--- src/rtl/tvi_defines.svh ---
`ifndef TVI_DEFINES_SVH
`define TVI_DEFINES_SVH

// register offsets on the plain register port (byte addresses)
`define TVI_REG_BASE_LO 8'h00
`define TVI_REG_BASE_HI 8'h04
`define TVI_REG_CTRL 8'h08
`define TVI_REG_STATUS 8'h0C
`define TVI_REG_SENT 8'h10

// control and status bit positions
`define TVI_CTRL_RUN 0
`define TVI_STAT_BUSY 0
`define TVI_STAT_ERR 1
`define TVI_STAT_IDX_LSB 16

// descriptor layout: word index and bit positions
`define TVI_DW_CMD 2'd0
`define TVI_DW_TAG 2'd1
`define TVI_DW_ADDR_LO 2'd2
`define TVI_DW_ADDR_HI 2'd3
`define TVI_DESC_BYTES 64'h0000_0000_0000_0010
`define TVI_OWN_BIT 31
`define TVI_WRAP_BIT 30
`define TVI_LGS_BIT 27
`define TVI_IP_SUM_BIT 18
`define TVI_UDP_SUM_BIT 17
`define TVI_TCP_SUM_BIT 16
`define TVI_VIE_BIT 17

// tag field layout inside descriptor word 1
`define TVI_VID_LOW_MSB 15
`define TVI_VID_LOW_LSB 8
`define TVI_PRIORITY_MSB 7
`define TVI_PRIORITY_LSB 5
`define TVI_FORMAT_BIT 4
`define TVI_VID_HIGH_MSB 3
`define TVI_VID_HIGH_LSB 0

// inserted protocol identifier and where it goes in the frame
`define TVI_TPID_HI 8'h81
`define TVI_TPID_LO 8'h00
`define TVI_INSERT_POS 16'h000C
`define TVI_INSERT_LEN 3'h4

// reset values
`define TVI_RST_WORD 32'h0000_0000
`define TVI_RST_IDX 16'h0000

`endif

--- src/rtl/tvi_pkg.sv ---
package tvi_pkg;

    // descriptor engine states
    typedef enum logic [2:0] {
        TVI_IDLE,
        TVI_FETCH,
        TVI_CHECK,
        TVI_REQ_BUF,
        TVI_STREAM,
        TVI_WRITEBACK,
        TVI_NEXT
    } tvi_state_t;

endpackage : tvi_pkg

--- src/rtl/tvi_tx_desc_vlan.sv ---
// How it works
// tag enable set: put 0x8100 after source address
// then two tag bytes: four bytes added
// tag enable clear: frame passes unchanged
// host puts tag in word one bits 15:0
// vlan id split: high nibble, low byte
// three priority bits plus one format bit
// buffer address low from word two
// buffer address high from word three
// act only on owned, non large-send descriptors
// tag bits: id low, priority, format, id high
// clear ownership bit after frame sent
// end-of-ring descriptor wraps index to zero
// pass ip, udp, tcp sum requests on

`include "tvi_defines.svh"

// byte fifo between the buffer fetch and the tag inserter
module tvi_fifo #(
    parameter int WIDTH = 9,
    parameter int DEPTH = 16
) (
    input wire logic clock,
    input wire logic reset,
    input wire logic [WIDTH-1:0] wr_data,
    input wire logic wr_valid,
    output logic wr_ready,
    output logic [WIDTH-1:0] rd_data,
    output logic rd_valid,
    input wire logic rd_ready
);
    localparam int AW = $clog2(DEPTH);

    logic [WIDTH-1:0] mem_r [DEPTH]; // storage words
    logic [AW:0] wr_ptr_r; // extra bit tells full from empty
    logic [AW:0] rd_ptr_r;
    wire full = (wr_ptr_r[AW] != rd_ptr_r[AW]) && (wr_ptr_r[AW-1:0] == rd_ptr_r[AW-1:0]);
    wire empty = (wr_ptr_r == rd_ptr_r);
    wire push = wr_valid && !full;
    wire pop = rd_ready && !empty;

    assign wr_ready = !full;
    assign rd_valid = !empty;
    assign rd_data = mem_r[rd_ptr_r[AW-1:0]];

    // storage has no reset: only written words are ever read
    always_ff @(posedge clock) begin
        if (push) begin
            mem_r[wr_ptr_r[AW-1:0]] <= wr_data;
        end
    end

    // pointer update
    always_ff @(posedge clock) begin
        if (reset) begin
            wr_ptr_r <= '0;
            rd_ptr_r <= '0;
        end else begin
            if (push) begin
                wr_ptr_r <= wr_ptr_r + 1'b1;
            end
            if (pop) begin
                rd_ptr_r <= rd_ptr_r + 1'b1;
            end
        end
    end
endmodule : tvi_fifo

module tvi_tx_desc_vlan
    import tvi_pkg::*;
#(
    parameter int FIFO_DEPTH = 16
) (
    input wire logic clock,
    input wire logic reset,
    input wire logic [7:0] reg_addr,
    input wire logic [31:0] reg_wdata,
    input wire logic reg_wr,
    input wire logic reg_rd,
    output logic [31:0] reg_rdata,
    output logic mem_req,
    output logic mem_we,
    output logic [63:0] mem_addr,
    output logic [31:0] mem_wdata,
    input wire logic mem_ack,
    input wire logic [31:0] mem_rdata,
    output logic buf_req,
    output logic [63:0] buf_addr,
    output logic [15:0] buf_len,
    input wire logic buf_ack,
    input wire logic [7:0] in_data,
    input wire logic in_last,
    input wire logic in_valid,
    output logic in_ready,
    output logic [7:0] out_data,
    output logic out_last,
    output logic out_valid,
    input wire logic out_ready,
    output logic [2:0] out_sum_req
);
    // software registers
    logic [31:0] base_lo_r; // ring base, low word
    logic [31:0] base_hi_r; // ring base, high word
    logic run_r; // engine enabled
    logic err_r; // sticky: large-send descriptor met
    logic [31:0] sent_r; // frames completed
    logic [31:0] rdata_r;

    // engine state
    tvi_state_t st_r;
    tvi_state_t st_nxt;
    logic [15:0] idx_r; // current descriptor index
    logic [1:0] wcnt_r; // descriptor word being fetched
    logic [31:0] desc_r [4]; // fetched descriptor words
    logic [15:0] bcnt_r; // frame bytes taken from the fifo
    logic [2:0] ins_cnt_r; // inserted bytes already emitted: protocol id, then tag
    logic [7:0] out_data_r;
    logic out_last_r;
    logic out_valid_r;

    // descriptor fields
    wire own = desc_r[`TVI_DW_CMD][`TVI_OWN_BIT];
    wire ring_wrap_marker = desc_r[`TVI_DW_CMD][`TVI_WRAP_BIT];
    wire large_send_request = desc_r[`TVI_DW_CMD][`TVI_LGS_BIT];
    wire vlan_insert_enable = desc_r[`TVI_DW_TAG][`TVI_VIE_BIT];
    wire [15:0] tag_payload_field = desc_r[`TVI_DW_TAG][15:0];
    // tag subfields, second wire byte first in memory
    wire [7:0] vlan_id_low_byte = tag_payload_field[`TVI_VID_LOW_MSB:`TVI_VID_LOW_LSB];
    wire [3:0] vlan_id_high_nibble = tag_payload_field[`TVI_VID_HIGH_MSB:`TVI_VID_HIGH_LSB];
    wire [2:0] user_priority_level = tag_payload_field[`TVI_PRIORITY_MSB:`TVI_PRIORITY_LSB];
    wire canonical_format_flag = tag_payload_field[`TVI_FORMAT_BIT];
    wire [11:0] vlan_id = {vlan_id_high_nibble, vlan_id_low_byte};
    wire [31:0] buffer_address_low = desc_r[`TVI_DW_ADDR_LO];
    wire [31:0] buffer_address_high = desc_r[`TVI_DW_ADDR_HI];
    wire normal_desc = own && !large_send_request;

    // descriptor address: base plus sixteen bytes per index
    wire [63:0] desc_addr = {base_hi_r, base_lo_r} + ({48'h0000_0000_0000, idx_r} * `TVI_DESC_BYTES);

    // fifo hookup
    wire [8:0] fifo_rd_data;
    wire fifo_rd_valid;
    wire fifo_pop;
    tvi_fifo #(
        .WIDTH(9),
        .DEPTH(FIFO_DEPTH)
    ) u_fifo (
        .clock(clock),
        .reset(reset),
        .wr_data({in_last, in_data}),
        .wr_valid(in_valid),
        .wr_ready(in_ready),
        .rd_data(fifo_rd_data),
        .rd_valid(fifo_rd_valid),
        .rd_ready(fifo_pop)
    );

    // output stage may load when empty or being drained
    wire out_load_ok = (st_r == TVI_STREAM) && (!out_valid_r || out_ready);
    // insertion window sits right after the two addresses
    wire use_ins = vlan_insert_enable && (bcnt_r == `TVI_INSERT_POS) && (ins_cnt_r < `TVI_INSERT_LEN);
    wire load_ins = out_load_ok && use_ins;
    assign fifo_pop = out_load_ok && !use_ins && fifo_rd_valid;
    wire frame_done = fifo_pop && fifo_rd_data[8];

    // inserted byte selection: protocol id, then tag in wire order
    wire [7:0] ins_byte = (ins_cnt_r == 3'd0) ? `TVI_TPID_HI :
                          (ins_cnt_r == 3'd1) ? `TVI_TPID_LO :
                          (ins_cnt_r == 3'd2) ? tag_payload_field[7:0] : tag_payload_field[15:8];

    // memory port: four reads per descriptor, one write to return it
    wire wb_go = (st_r == TVI_WRITEBACK) && !out_valid_r;
    assign mem_req = (st_r == TVI_FETCH) || wb_go;
    assign mem_we = wb_go;
    assign mem_addr = wb_go ? desc_addr : desc_addr + {60'h000_0000_0000_0000, wcnt_r, 2'b00};
    assign mem_wdata = {1'b0, desc_r[`TVI_DW_CMD][30:0]};

    // buffer fetch request
    assign buf_req = (st_r == TVI_REQ_BUF);
    assign buf_addr = {buffer_address_high, buffer_address_low};
    assign buf_len = desc_r[`TVI_DW_CMD][15:0];

    // frame stream outputs
    assign out_data = out_data_r;
    assign out_last = out_last_r;
    assign out_valid = out_valid_r;
    assign out_sum_req = {desc_r[`TVI_DW_CMD][`TVI_IP_SUM_BIT], desc_r[`TVI_DW_CMD][`TVI_UDP_SUM_BIT],
                          desc_r[`TVI_DW_CMD][`TVI_TCP_SUM_BIT]};
    assign reg_rdata = rdata_r;

    // register decode
    wire wr_base_lo = reg_wr && (reg_addr == `TVI_REG_BASE_LO);
    wire wr_base_hi = reg_wr && (reg_addr == `TVI_REG_BASE_HI);
    wire wr_ctrl = reg_wr && (reg_addr == `TVI_REG_CTRL);
    wire wr_status = reg_wr && (reg_addr == `TVI_REG_STATUS);
    wire [31:0] status_word = {idx_r, 14'h0000, err_r, (st_r != TVI_IDLE)};
    wire [31:0] rd_mux = (reg_addr == `TVI_REG_BASE_LO) ? base_lo_r :
                         (reg_addr == `TVI_REG_BASE_HI) ? base_hi_r :
                         (reg_addr == `TVI_REG_CTRL) ? {31'h0000_0000, run_r} :
                         (reg_addr == `TVI_REG_STATUS) ? status_word :
                         (reg_addr == `TVI_REG_SENT) ? sent_r : `TVI_RST_WORD;
    wire halt = (st_r == TVI_CHECK) && own && large_send_request;

    // next-state logic
    always_comb begin
        st_nxt = st_r;
        case (st_r)
            TVI_IDLE: begin
                if (run_r) begin
                    st_nxt = TVI_FETCH;
                end
            end
            TVI_FETCH: begin
                if (mem_ack && (wcnt_r == 2'd3)) begin
                    st_nxt = TVI_CHECK;
                end
            end
            TVI_CHECK: begin
                // host-owned descriptor: ring is empty, poll again
                st_nxt = normal_desc ? TVI_REQ_BUF : TVI_IDLE;
            end
            TVI_REQ_BUF: begin
                if (buf_ack) begin
                    st_nxt = TVI_STREAM;
                end
            end
            TVI_STREAM: begin
                if (frame_done) begin
                    st_nxt = TVI_WRITEBACK;
                end
            end
            TVI_WRITEBACK: begin
                if (wb_go && mem_ack) begin
                    st_nxt = TVI_NEXT;
                end
            end
            TVI_NEXT: begin
                st_nxt = TVI_IDLE;
            end
            default: begin
                st_nxt = TVI_IDLE;
            end
        endcase
    end

    // state and fetch counter
    always_ff @(posedge clock) begin
        if (reset) begin
            st_r <= TVI_IDLE;
            wcnt_r <= 2'd0;
        end else begin
            st_r <= st_nxt;
            wcnt_r <= (st_r == TVI_FETCH && mem_ack) ? wcnt_r + 2'd1 : ((st_r == TVI_FETCH) ? wcnt_r : 2'd0);
        end
    end

    // descriptor index: wrap on end of ring, restart when the base low word is written
    always_ff @(posedge clock) begin
        if (reset || wr_base_lo) begin
            idx_r <= `TVI_RST_IDX;
        end else if (st_r == TVI_NEXT) begin
            idx_r <= ring_wrap_marker ? `TVI_RST_IDX : idx_r + 16'd1;
        end
    end

    // descriptor words captured as they arrive
    always_ff @(posedge clock) begin
        if (reset) begin
            for (int i = 0; i < 4; i++) begin
                desc_r[i] <= `TVI_RST_WORD;
            end
        end else if (st_r == TVI_FETCH && mem_ack) begin
            desc_r[wcnt_r] <= mem_rdata;
        end
    end

    // frame byte and insertion counters
    always_ff @(posedge clock) begin
        if (reset || st_r == TVI_REQ_BUF) begin
            bcnt_r <= 16'd0;
            ins_cnt_r <= 3'd0;
        end else begin
            if (fifo_pop && bcnt_r != 16'hFFFF) begin
                bcnt_r <= bcnt_r + 16'd1;
            end
            if (load_ins) begin
                ins_cnt_r <= ins_cnt_r + 3'd1;
            end
        end
    end

    // output register stage; frame is passed as is when no tag
    always_ff @(posedge clock) begin
        if (reset) begin
            out_data_r <= 8'h00;
            out_last_r <= 1'b0;
            out_valid_r <= 1'b0;
        end else if (load_ins) begin
            out_data_r <= ins_byte;
            out_last_r <= 1'b0;
            out_valid_r <= 1'b1;
        end else if (fifo_pop) begin
            out_data_r <= fifo_rd_data[7:0];
            out_last_r <= fifo_rd_data[8];
            out_valid_r <= 1'b1;
        end else if (out_ready) begin
            out_valid_r <= 1'b0;
        end
    end

    // software registers; hardware error set wins over a clear
    always_ff @(posedge clock) begin
        if (reset) begin
            base_lo_r <= `TVI_RST_WORD;
            base_hi_r <= `TVI_RST_WORD;
            run_r <= 1'b0;
            err_r <= 1'b0;
            sent_r <= `TVI_RST_WORD;
            rdata_r <= `TVI_RST_WORD;
        end else begin
            if (wr_base_lo) begin
                base_lo_r <= reg_wdata;
            end
            if (wr_base_hi) begin
                base_hi_r <= reg_wdata;
            end
            // a large-send descriptor stops the engine; software restart wins
            if (wr_ctrl) begin
                run_r <= reg_wdata[`TVI_CTRL_RUN];
            end else if (halt) begin
                run_r <= 1'b0;
            end
            err_r <= halt || (err_r && !(wr_status && reg_wdata[`TVI_STAT_ERR]));
            if (st_r == TVI_NEXT) begin
                sent_r <= sent_r + 32'd1;
            end
            rdata_r <= reg_rd ? rd_mux : `TVI_RST_WORD;
        end
    end
endmodule : tvi_tx_desc_vlan

--- config.mk ---
export PLATFORM = sky130hd
export DESIGN_NAME = tvi_tx_desc_vlan
export DESIGN_NICKNAME = d
export VERILOG_FILES = /design/src/rtl/tvi_pkg.sv /design/src/rtl/tvi_tx_desc_vlan.sv
export VERILOG_INCLUDE_DIRS = /design/src /design/src/rtl
export SDC_FILE = /design/constraint.sdc
export NUM_CORES = 1
export LEC_CHECK = 0
export BUFFER_PORTS_ARGS = -buffer_cell sky130_fd_sc_hd__buf_4
export CORE_MARGIN = 8
export CORE_UTILIZATION = 55
export CTS_CLUSTER_SIZE = 25
export DETAILED_ROUTE_END_ITERATION = 6
export PLACE_DENSITY = 0.77
export SYNTH_ARGS = -nofsm -noshare
export SYNTH_HDL_FRONTEND = slang
export SYNTH_SLANG_ARGS = --single-unit
--- constraint.sdc ---
create_clock -name clock -period 4.62 [get_ports clock]
set_input_delay 0.231 -clock clock [delete_from_list [all_inputs] [get_ports clock]]
set_output_delay 0.231 -clock clock [all_outputs]
set_load 0.1 [all_outputs]
* Yosys cells after proc, flatten, opt, wreduce, memory -nomap -nowiden
Memories as Yosys holds them, arrays and structs flattened. A register that Yosys moved wholly into a read port is not among the register bits.
Index checks and enable logic that the tools add are counted.
** Cells by class
- $add $sub $neg :: 9
- Equality and inequality tests :: 24
- Reduce and logical (&&, ||, !) cells :: 46
- Shifts and indexed selects :: 0
- Muxes and demuxes :: 38
- Multiply operators :: 0
- Order comparisons :: 1
- Bitwise operators :: 1
- Divide/modulo/power cells :: 0
** Operators with widths (number)
- $mux W32 :: 6
- $add A64 B20 Y64 :: 1
- $add A64 B4 Y64 :: 1
- $mux W64 :: 1
- $mux W8 :: 5
- $add A16 B1 Y16 const B :: 2
- $add A32 B1 Y32 const B :: 1
- $reduce_or A32 Y1 :: 1
- $logic_and A1 B1 Y1 :: 24
- $pmux W3 S6 :: 1
- $eq A16 B4 Y1 const B :: 1
- $eq A8 B4 Y1 const B :: 2
- $mux W16 :: 1
- $ne A16 B16 Y1 const B :: 1
- $mux W3 :: 5
- $mux W1 :: 13
- $add A5 B1 Y5 const B :: 2
- $eq A3 B2 Y1 const B :: 3
- $eq A3 B3 Y1 const B :: 3
- $eq A8 B3 Y1 const B :: 1
- $eq A8 B5 Y1 const B :: 1
- $logic_not A8 Y1 :: 1
- $mux W2 :: 4
- $mux W4 :: 2
- other kinds (18) :: 36
** Word-level totals
- Flip-flop bits (word level) :: 190
- Input port bits :: 89
- Word-level logic and storage cells :: 137
- Output and inout port bits :: 225
- Memories kept :: 2
- Latch bits :: 0
- ROM bits :: 0
- RAM bits :: 272
** Memory list
- u_fifo.mem_r :: depth 16, bits a word 9, rd ports 1, clocked after Yosys merged registers in 1, write ports 1, RTL line tvi_tx_desc_vlan.sv:34 : logic [WIDTH-1:0] mem_r [DEPTH];
- desc_r :: depth 4, bits a word 32, rd ports 4, clocked after Yosys merged registers in 0, write ports 4, RTL line tvi_tx_desc_vlan.sv:114 : logic [31:0] desc_r [4];

* Logic depth before layout (Yosys ltp)
Gate-level depths: netlist of the first run.
- Depth in word-level cells :: 9
- Depth in mapped cells :: 14

* By module
From an unflattened synthesis of the first run, not the netlist that was laid out.
** Unflattened totals
- Cell total of the unflattened synthesis :: 2051
- Area total of the unflattened synthesis :: 22216.3 um2
** Modules (own cells, without submodules)
- tvi_tx_desc_vlan :: times used 1, area an instance 15772.6 um2, cells each 1745, sequential area each 6996.7 um2
- tvi_fifo :: times used 1, area an instance 6443.7 um2, cells each 306, sequential area each 4604.4 um2

* Worst setup path after synthesis of the first run
Ideal clock, no wire load.
- Kind :: register to output
- From :: register out_valid_r (netlist: out_valid)
- To :: output mem_addr[63]
- Required time :: 4.389 ns
- Setup slack :: -1.823 ns
- Data arrival time :: 6.212 ns
- Cell stages (with the launch flop) :: 9
- Path through :: dfxtp_1 nor3b_1 nor2_1 nand3_1 or4_1 nor3_2 and3_4 and4bb_1 xnor2_1
** On the way
- Longest elaborated chain between the ends :: 3
** Ends and longest elaborated chain
- from (decl) :: RTL line tvi_tx_desc_vlan.sv:119 : logic out_valid_r;
- from (signal assigned) :: RTL line tvi_tx_desc_vlan.sv:297 : out_valid_r <= 1'b0;
- from (signal assigned) :: RTL line tvi_tx_desc_vlan.sv:301 : out_valid_r <= 1'b1;
- from (signal assigned) :: RTL line tvi_tx_desc_vlan.sv:305 : out_valid_r <= 1'b1;
- $logic_not A1 Y1 :: RTL line tvi_tx_desc_vlan.sv:172 : wire wb_go = (st_r == TVI_WRITEBACK) && !out_valid_r;
- $logic_and A1 B1 Y1 :: RTL line tvi_tx_desc_vlan.sv:172
- via mem_we :: RTL line tvi_tx_desc_vlan.sv:82 : output logic mem_we,
- $mux W64 :: RTL line tvi_tx_desc_vlan.sv:175 : assign mem_addr = wb_go ? desc_addr : desc_addr + {60'h000_0000_0000_0000, wcnt_r, 2'b00};
- to (decl) :: RTL line tvi_tx_desc_vlan.sv:83 : output logic [63:0] mem_addr,
The timed path passes the listed nets, and every way through them passes these cells.

* Worst setup path after layout of the first run
- From :: register idx_r[0]
- To :: output mem_addr[54]
** On the way
- Longest elaborated chain between the ends :: 3
** Ends and longest elaborated chain
- from (decl) :: RTL line tvi_tx_desc_vlan.sv:112 : logic [15:0] idx_r;
- from (signal assigned) :: RTL line tvi_tx_desc_vlan.sv:260 : idx_r <= `TVI_RST_IDX;
- from (signal assigned) :: RTL line tvi_tx_desc_vlan.sv:262 : idx_r <= ring_wrap_marker ? `TVI_RST_IDX : idx_r + 16'd1;
- $add A64 B20 Y64 (*) :: RTL line tvi_tx_desc_vlan.sv:138 : wire [63:0] desc_addr = {base_hi_r, base_lo_r} + ({48'h0000_0000_0000, idx_r} * `TVI_DESC_BYTES);
- $add A64 B4 Y64 :: RTL line tvi_tx_desc_vlan.sv:175
- $mux W64 (*) :: RTL line tvi_tx_desc_vlan.sv:175
Every way passes the cells marked *; elsewhere a longest branch is shown, timed or not.

==> results of run 1 <==
==> cell families (layout without fill, tap and decap cells) <==
group	Yosys count	in the layout	synth area share, %
buffers and inverters	171	596	3.591
multiplexers	68	68	5.738
XOR/XNOR	172	172	6.951
adder cells (fa/ha/maj)	34	34	2.032
AND/OR/NAND/NOR	827	829	19.42
flip-flops	451	451	53.53
other	1	6	0.01730
AO/OA/AOI/OAI	286	287	8.723
==> through the flow <==
step / total power (W) / util (%) / cells
5_1_grt: 0.009025 / 72.78 / 2957
3_3_place_gp: 0.004945 / 63.93 / 2761
2_1_floorplan: 0.004757 / - / 2010
6_report: 0.008819 / 72.81 / 2961
4_1_cts: 0.008833 / 71.33 / 2938
3_5_place_dp: 0.004953 / 63.93 / 2761
==> critical path, cell delays in order, from the launching register on <==
cell	delay, ns
dfxtp_4	0.37
ha_4	0.17
fa_2	0.37
a211oi_4	0.29
o21ai_4	0.16
a211oi_4	0.33
xnor2_2	0.18
nand2_2	0.09
buf_6	0.12
or4_4	0.53
nor3_4	0.23
buf_12	0.14
nand3_4	0.10
nor3b_1	0.30
xnor2_1	0.19
buf_6	0.26
==> repair_timing <==
action	in CTS	in global routing
buffers inserted	14	16
cloned	1	2
endpoints found under the setup margin	38	36
pin swaps	20	36
gates resized for setup	95	84
hold endpoints to repair	323	0
hold buffers	76	0
==> area by class of cell <==
class	count	area [sq um]
timing repair buffer	483	4045
clock buffer	61	1267
sequential	451	11610
clock inverter	25	325.3
multi-input combinational	1391	10190
inverter	27	101.3
antenna	5	12.51
fill	2621	10530
tap	518	648.1
==> layout by cell type (no fill, tap or decap), drive strengths merged, types with 38 or more instances in the layout <==
| cell type | count |
|---|---|
| dfxtp | 194 |
| and3 | 57 |
| mux4 | 44 |
| nand4 | 38 |
| buf | 407 |
| a21oi | 140 |
| xor2 | 86 |
| and2 | 93 |
| xnor2 | 86 |
| clkbuf | 61 |
| dlygate4sd3 | 76 |
| nor2 | 175 |
| edfxtp | 257 |
| nand2 | 262 |
| nand3 | 53 |
==> metal layers <==
layer	track usage (%)	vias up
li1	-	8012
met1	37.00	8809
met2	51.07	1042
met3	7.151	176
met4	14.01	0
met5	0	-
==> sequential cells by signal (all words and copies together), names as in the netlist, named ones only <==
name,cells
base_hi_r,32
base_lo_r,32
bcnt_r,16
desc_r,113
err_r,1
idx_r,16
ins_cnt_r,3
out_data,8
out_last,1
out_valid,1
reg_rdata,32
run_r,1
sent_r,32
st_r,3
u_fifo.mem_r,144
u_fifo.rd_ptr_r,5
u_fifo.wr_ptr_r,5
wcnt_r,2
==> power groups by stage <==
stage                     Clock (W)  Combinational (W)  Sequential (W)
after global placement            0           0.000551         0.00439
after global routing        0.00407           0.000639         0.00431
after CTS                   0.00391           0.000614         0.00431
after detailed placement          0           0.000557         0.00440
after floorplan                   0           0.000152         0.00460
final                       0.00388           0.000622         0.00431
==> how the worst min path moves through the flow <==
| stage | startpoint | endpoint | slack, ns | cells past startpoint |
|---|---|---|---|---|
| after floorplan | in_data[0] | u_fifo.mem_r[0][0] | 0.33 | 0 |
| after global placement | out_data[3] | out_data[3] | 0.44 | 2 |
| after detailed placement | out_data[1] | out_data[1] | 0.45 | 2 |
| after CTS | reset | sent_r[9] | 0.01 | 2 |
| after global routing | reset | sent_r[7] | 0.02 | 2 |
| final | reset | sent_r[9] | 0.03 | 2 |
==> run_results.csv, run 1 <==
group,metric,value,unit
clock_network,root_buffer,"clkbuf_16",
power_and_ir_drop,vdd.ir_drop.worst,0.3719,mV
synthesis,synth.largest_area_cell,"edfxtp_1",
setup_path,regToRegStartpoint,"u_fifo.wr_ptr_r[2]",
synthesis,proportion_of_synthesized_flip_flops_having_asynchronous_set_or_reset,0,%
global_route,grtUsageTotal,30.47,%
power_and_ir_drop,internal_power,0.006694,W
synthesis,synth.most_common_cell,"nand2_1",
synthesis,synth-seq-area-share,53.53,%
drt,wire_length_on_met1,27560,um
setup_path,worstSetupStartpoint,"idx_r[0]",
cells_and_area,drive_above_1_share,28.71,%
die,die_height,214.5,um
die,core_area,0.03874,sq mm
power_and_ir_drop,power_density,312.7,mW/mm^2
synthesis,synth_largest_type_area_fraction,35.61,%
drt,met3WireLength,6908,um
power_and_ir_drop,p_comb_share,7.1,%
synthesis,syn-cell-area,0.02167,sq mm
global_route,grt_max_degree,106,
synthesis,synth_enable_flop_cells,257,
placed_design,placed_cell_area,0.02477,sq mm
power_and_ir_drop,switching_fraction_of_total_power,24.10,%
sta,slew_viol_final,0,
placed_design,placement.io_buffers,312,
clock_network,tritoncts,"built",
sta,post-route-worst-setup-slack,-0.04123,ns
global_route,antenna_found_initial,3,
setup_path,worstSetupEndpoint,"mem_addr[54]",
synthesis,ys_seq_elements,451,
power_and_ir_drop,seq_power_share,48.9,%
drt,dr.pass1.iters,7,
drt,routed-wl-met2,36000,um
placed_design,dp.final_hpwl,49410,um
synthesis,synthFlopType,"edfxtp_1",
power_and_ir_drop,p_clk_share,44.1,%
clock_network,number_of_clock_buffers_inserted_by_tritoncts,46,
setup_path,data_required_time_at_the_worst_endpoint,4.39,ns
global_route,grt.overflow.total,0,
sta,final.setup_skew,0.03383,ns
drt,routed.top_layer,"met4",
placed_design,place_ws,0.08725,ns
drt,drt_iter0_drc,1993,
setup_path,end_kind,"output port",
synthesis,mappedNetlistNets,2133,
power_and_ir_drop,switching_power_of_the_nets,0.002125,W
setup_path,maximum_fanout_count_along_the_critical_path,6,
outcome,run_status,"finished with violations",
worst_hold_path,min-delay-path-class,"input pin to flip-flop",
setup_path,crit-reg2reg-capture,"u_fifo.mem_r[7][8]",
die,dieArea,0.04601,sq mm
synthesis,post_synth.cell_area_avg,10.78,sq um
sta,final-setup-viol-count,2,
drt,detail_route.wl_per_cell,24.94,um
global_route,vias_in_the_first_global_route,17944,
sta,post-route-min-period,4.661,ns
sta,hold_viol,0,
synthesis,count_of_distinct_cell_types_in_the_synthesized_netlist,92,
sta,timing.max_slew.rel_slack,7.011,%
synthesis,synthTopCellsByCount,"nand2_1 (261), edfxtp_1 (257), dfxtp_1 (194), nor2_1 (175), a21oi_1 (138)",
sta,max_clock_freq,214.5,MHz
sta,setup-tns-final,-0.04164,ns
sta,worst-slew-pin-transition,1.390,ns
global_route,grt_first_pass_wirelength,109700,um
outcome,violated_checks,"DRC, setup timing",
die,rows,72,
clock_network,clk_path_buf_depth,3,
cells_and_area,num-nets-final,2523,
clock_network,cts.sink_count,451,
drt,antenna_violating_nets_post_route,0,
sta,holdWs,0.03005,ns
clock_network,clkLatencyLatePin,0.60,ns
drt,total_length_of_routed_wires,73850,um
synthesis,post_synth_inst_count,2010,
die,top_level_ports,314,
clock_network,clk_pin_slew_worst_paths,0.06,ns
placed_design,gpl.final_weighted_congestion,0.9930,
drt,num_vias,18039,
cells_and_area,area_growth,30.13,%
die,chipWidth,214.5,um
drt,viasPerCell,6.092,
setup_path,crit_type,"flip-flop to output port",
setup_path,timing.critical_path.arrival,4.43,ns
die,start_util,55.95,%
synthesis,synth-warning-count,0,
job,maxCapViolations,0,
cells_and_area,finish.instance_area,0.02820,sq mm
setup_path,crit_path_start_kind,"flip-flop",
clock_network,ctsHtreeMaxLevel,2,
power_and_ir_drop,power.leakage,10.47,nW
sta,final.period_utilization,100.9,%
setup_path,reg2regPathDepth,6,
synthesis,yosys-top-cells-area,"edfxtp_1 (36%), dfxtp_1 (18%), mux4_2 (4.6%)",
drt,post-route-drc-count,45,
setup_path,r2r_setup_slack,1.50,ns
sta,rsz0062_at_grt,"true",
(Power assumes the default switching activity.)
==> inputs of run 2 (changes only) <==
--- a/config.mk
+++ b/config.mk
@@ -8,10 +8,10 @@
 export LEC_CHECK = 0
 export BUFFER_PORTS_ARGS = -buffer_cell sky130_fd_sc_hd__buf_4
 export CORE_MARGIN = 8
-export CORE_UTILIZATION = 55
+export CORE_UTILIZATION = 52
 export CTS_CLUSTER_SIZE = 25
 export DETAILED_ROUTE_END_ITERATION = 6
-export PLACE_DENSITY = 0.77
+export PLACE_DENSITY = 0.76
 export SYNTH_ARGS = -nofsm -noshare
 export SYNTH_HDL_FRONTEND = slang
 export SYNTH_SLANG_ARGS = --single-unit
==> constraint.sdc (replaced) <==
create_clock -name clock -period 4 [get_ports clock]
set_input_delay 0.2 -clock clock [delete_from_list [all_inputs] [get_ports clock]]
set_output_delay 0.2 -clock clock [all_outputs]
set_load 0.1 [all_outputs]
==> run_results.csv, run 2 (synthesis results as in run 1) <==
group,metric,value,unit
sta,final.period_utilization,115.7,%
clock_network,number_of_clock_buffers_inserted_by_tritoncts,45,
clock_network,clk_pin_slew_worst_paths,0.06,ns
sta,max_clock_freq,216.1,MHz
drt,viasPerCell,5.834,
sta,post-route-min-period,4.628,ns
cells_and_area,seqCellArea,0.01161,sq mm
sta,post-route-worst-setup-slack,-0.6278,ns
sta,final.setup_skew,0.02903,ns
drt,num_vias,18587,
setup_path,maximum_fanout_count_along_the_critical_path,9,
die,core_area,0.04102,sq mm
die,start_util,52.84,%
global_route,grt.overflow.total,0,
drt,total_length_of_routed_wires,74450,um
drt,drt_iter0_drc,1888,
setup_path,crit_path_start_kind,"flip-flop",
cells_and_area,num-nets-final,2741,
placed_design,dp.final_hpwl,51700,um
worst_hold_path,min-delay-path-class,"input pin to flip-flop",
drt,post-route-drc-count,4,
setup_path,data_required_time_at_the_worst_endpoint,3.80,ns
sta,setup-tns-final,-19.23,ns
cells_and_area,area_growth,41.65,%
job,maxCapViolations,0,
worst_hold_path,hold_path_depth,4,
cells_and_area,n_antenna_cell,0,
clock_network,ctsHtreeMaxLevel,2,
clock_network,clk_path_buf_depth,3,
setup_path,crit_type,"flip-flop to output port",
sta,hold_viol,0,
cells_and_area,multiInputGateArea,0.01076,sq mm
die,top_level_ports,314,
sta,worst-slew-pin-transition,1.134,ns
setup_path,path_cells,"ha_4, buf_4, a211oi_4, o21ai_2, a221o_1, buf_4, a22o_4, buf_6, o21ai_2, o211ai_1, o21a_1, nor4_4, buf_4, buf_4, nand4b_1, xor2_4, buf_12",
clock_network,root_buffer,"clkbuf_16",
global_route,antenna_found_initial,1,
setup_path,r2r_setup_slack,1.02,ns
placed_design,placement.io_buffers,312,
setup_path,cpPeakStageDelay,0.42,ns
sta,final-setup-viol-count,44,
drt,dr.pass1.iters,7,
drt,antenna_violating_nets_post_route,0,
global_route,grt_max_degree,96,
setup_path,crit_family,"compound AO/OA/AOI/OAI gates",
sta,timing.max_slew.rel_slack,24.01,%
power_and_ir_drop,vdd.ir_drop.worst,0.4803,mV
setup_path,timing.critical_path.arrival,4.43,ns
die,dieArea,0.04847,sq mm
setup_path,crit-reg2reg-capture,"sent_r[29]",
power_and_ir_drop,power_density,327.6,mW/mm^2
cells_and_area,filler_cells,2629,
placed_design,place_ws,-0.1637,ns
power_and_ir_drop,power.leakage,11.88,nW
die,chipWidth,220.2,um
setup_path,worst-path-buf-inv,6,
die,rows,74,
outcome,violated_checks,"DRC, setup timing",
clock_network,clkLatencyLatePin,0.60,ns
global_route,vias_in_the_first_global_route,18725,
die,die_height,220.2,um
worst_hold_path,worst_hold_startpoint,"reg_wr",
sta,slew_viol_final,0,
cells_and_area,layout_commonest_cell,"buf_4",
global_route,grt_first_pass_wirelength,109700,um
placed_design,place.detailed.instances,2986,
cells_and_area,final_cell_mix,"buf_4 (561), edfxtp_1 (257), nand2_1 (251)",
sta,rsz0062_at_grt,"true",
outcome,run_status,"finished with violations",
cells_and_area,postLayoutCoreUtil,74.85,%
setup_path,regToRegStartpoint,"st_r[2]",
placed_design,gpl.final_weighted_congestion,1.006,
cells_and_area,drive_above_1_share,35.80,%
setup_path,end_kind,"output port",
setup_path,reg2regPathDepth,12,
cells_and_area,non_filler_cells_final,3186,
cells_and_area,largest_register_ff_count,144,
clock_network,tritoncts,"built",
global_route,grtUsageTotal,29.66,%
setup_path,cpMostUsedCell,"buf_4",
worst_hold_path,hold-path-endpoint,"err_r",
power_and_ir_drop,p_total,0.01006,W
clock_network,cts.sink_count,451,
setup_path,critical-path-slowest-cell,"a221o_1",
drt,detail_route.wl_per_cell,23.37,um
==> run 2: cell types whose count changed in the layout (fill, tap and decap cells not counted), moves of 5 or more <==
cell / change
buf_4: +185
buf_12: +22
xnor2_1: -15
xor2_4: +14
buf_6: +13
nor2_1: -12
xor2_2: -12
nor2_4: +11
xnor2_4: +11
nand2_1: -6
diode_2: -5
ha_2: -5
nand3_1: -5
o21ai_1: -5
==> run 2: stage by stage <==
stage,hold WS (ns),instance area (sq um)
5_1_grt,0.05957,30700
3_3_place_gp,0.4401,26850
2_1_floorplan,0.2989,22380
3_5_place_dp,0.4510,26850
4_1_cts,0.02134,30270
6_report,0.03279,30700
==> run 2: power by group <==
group | switching, W | total (W) | internal [W] | leakage (nW)
clock network | 0.00187 | 0.00436 | 0.00249 | 0.740
logic | 0.000524 | 0.000717 | 0.000193 | 7.11
registers | 0.0000267 | 0.00498 | 0.00495 | 4.03
total | 0.00242 | 0.0101 | 0.00763 | 11.9
==> run 2: worst register-to-register path, cell delays in order, from the launching register on <==
cell	delay (ns)
dfxtp_1	0.30
buf_4	0.18
and3b_1	0.18
buf_4	0.21
nand4_1	0.23
nor2_1	0.30
and2_1	0.30
nor2b_1	0.36
nand2_1	0.22
nor2_1	0.21
nand4_1	0.14
xor2_1	0.15
nor2_1	0.05
==> run 2: timing repair <==
action	in CTS	in global routing
cloned	1	1
resized for setup	221	62
endpoints found under the setup margin	46	46
pin swaps	46	42
hold endpoints to repair	325	0
hold buffers	75	0
setup buffers	25	17
==> run 2: cell type report <==
type                       count  area share [%]
clock buffer                  64           4.096
clock inverter                19          0.8803
inverter                      27          0.3301
multi-input combinational   1389           35.04
sequential                   451           37.81
tap                          532           2.168
timing repair buffer         704           19.68
==> run 2: layer usage <==
layer | share of wire (%) | up-vias | track usage (%)
li1 | - | 8430 | -
met1 | 38 | 9127 | 35.13
met2 | 50 | 854 | 52.11
met3 | 7.4 | 176 | 5.230
met4 | 5.1 | 0 | 14.06
met5 | 0 | - | 0
==> run 2: worst max-delay path by stage <==
stage / start / to / slack [ns] / cells past startpoint
global placement: base_lo_r[10] / mem_addr[60] / -0.15 / 14
CTS: base_lo_r[4] / mem_addr[62] / -0.52 / 13
global route: base_lo_r[4] / mem_addr[62] / -0.76 / 17
floorplan: out_valid / mem_addr[32] / -0.23 / 9
finish: base_lo_r[4] / mem_addr[62] / -0.63 / 17
detailed placement: base_lo_r[10] / mem_addr[60] / -0.16 / 14
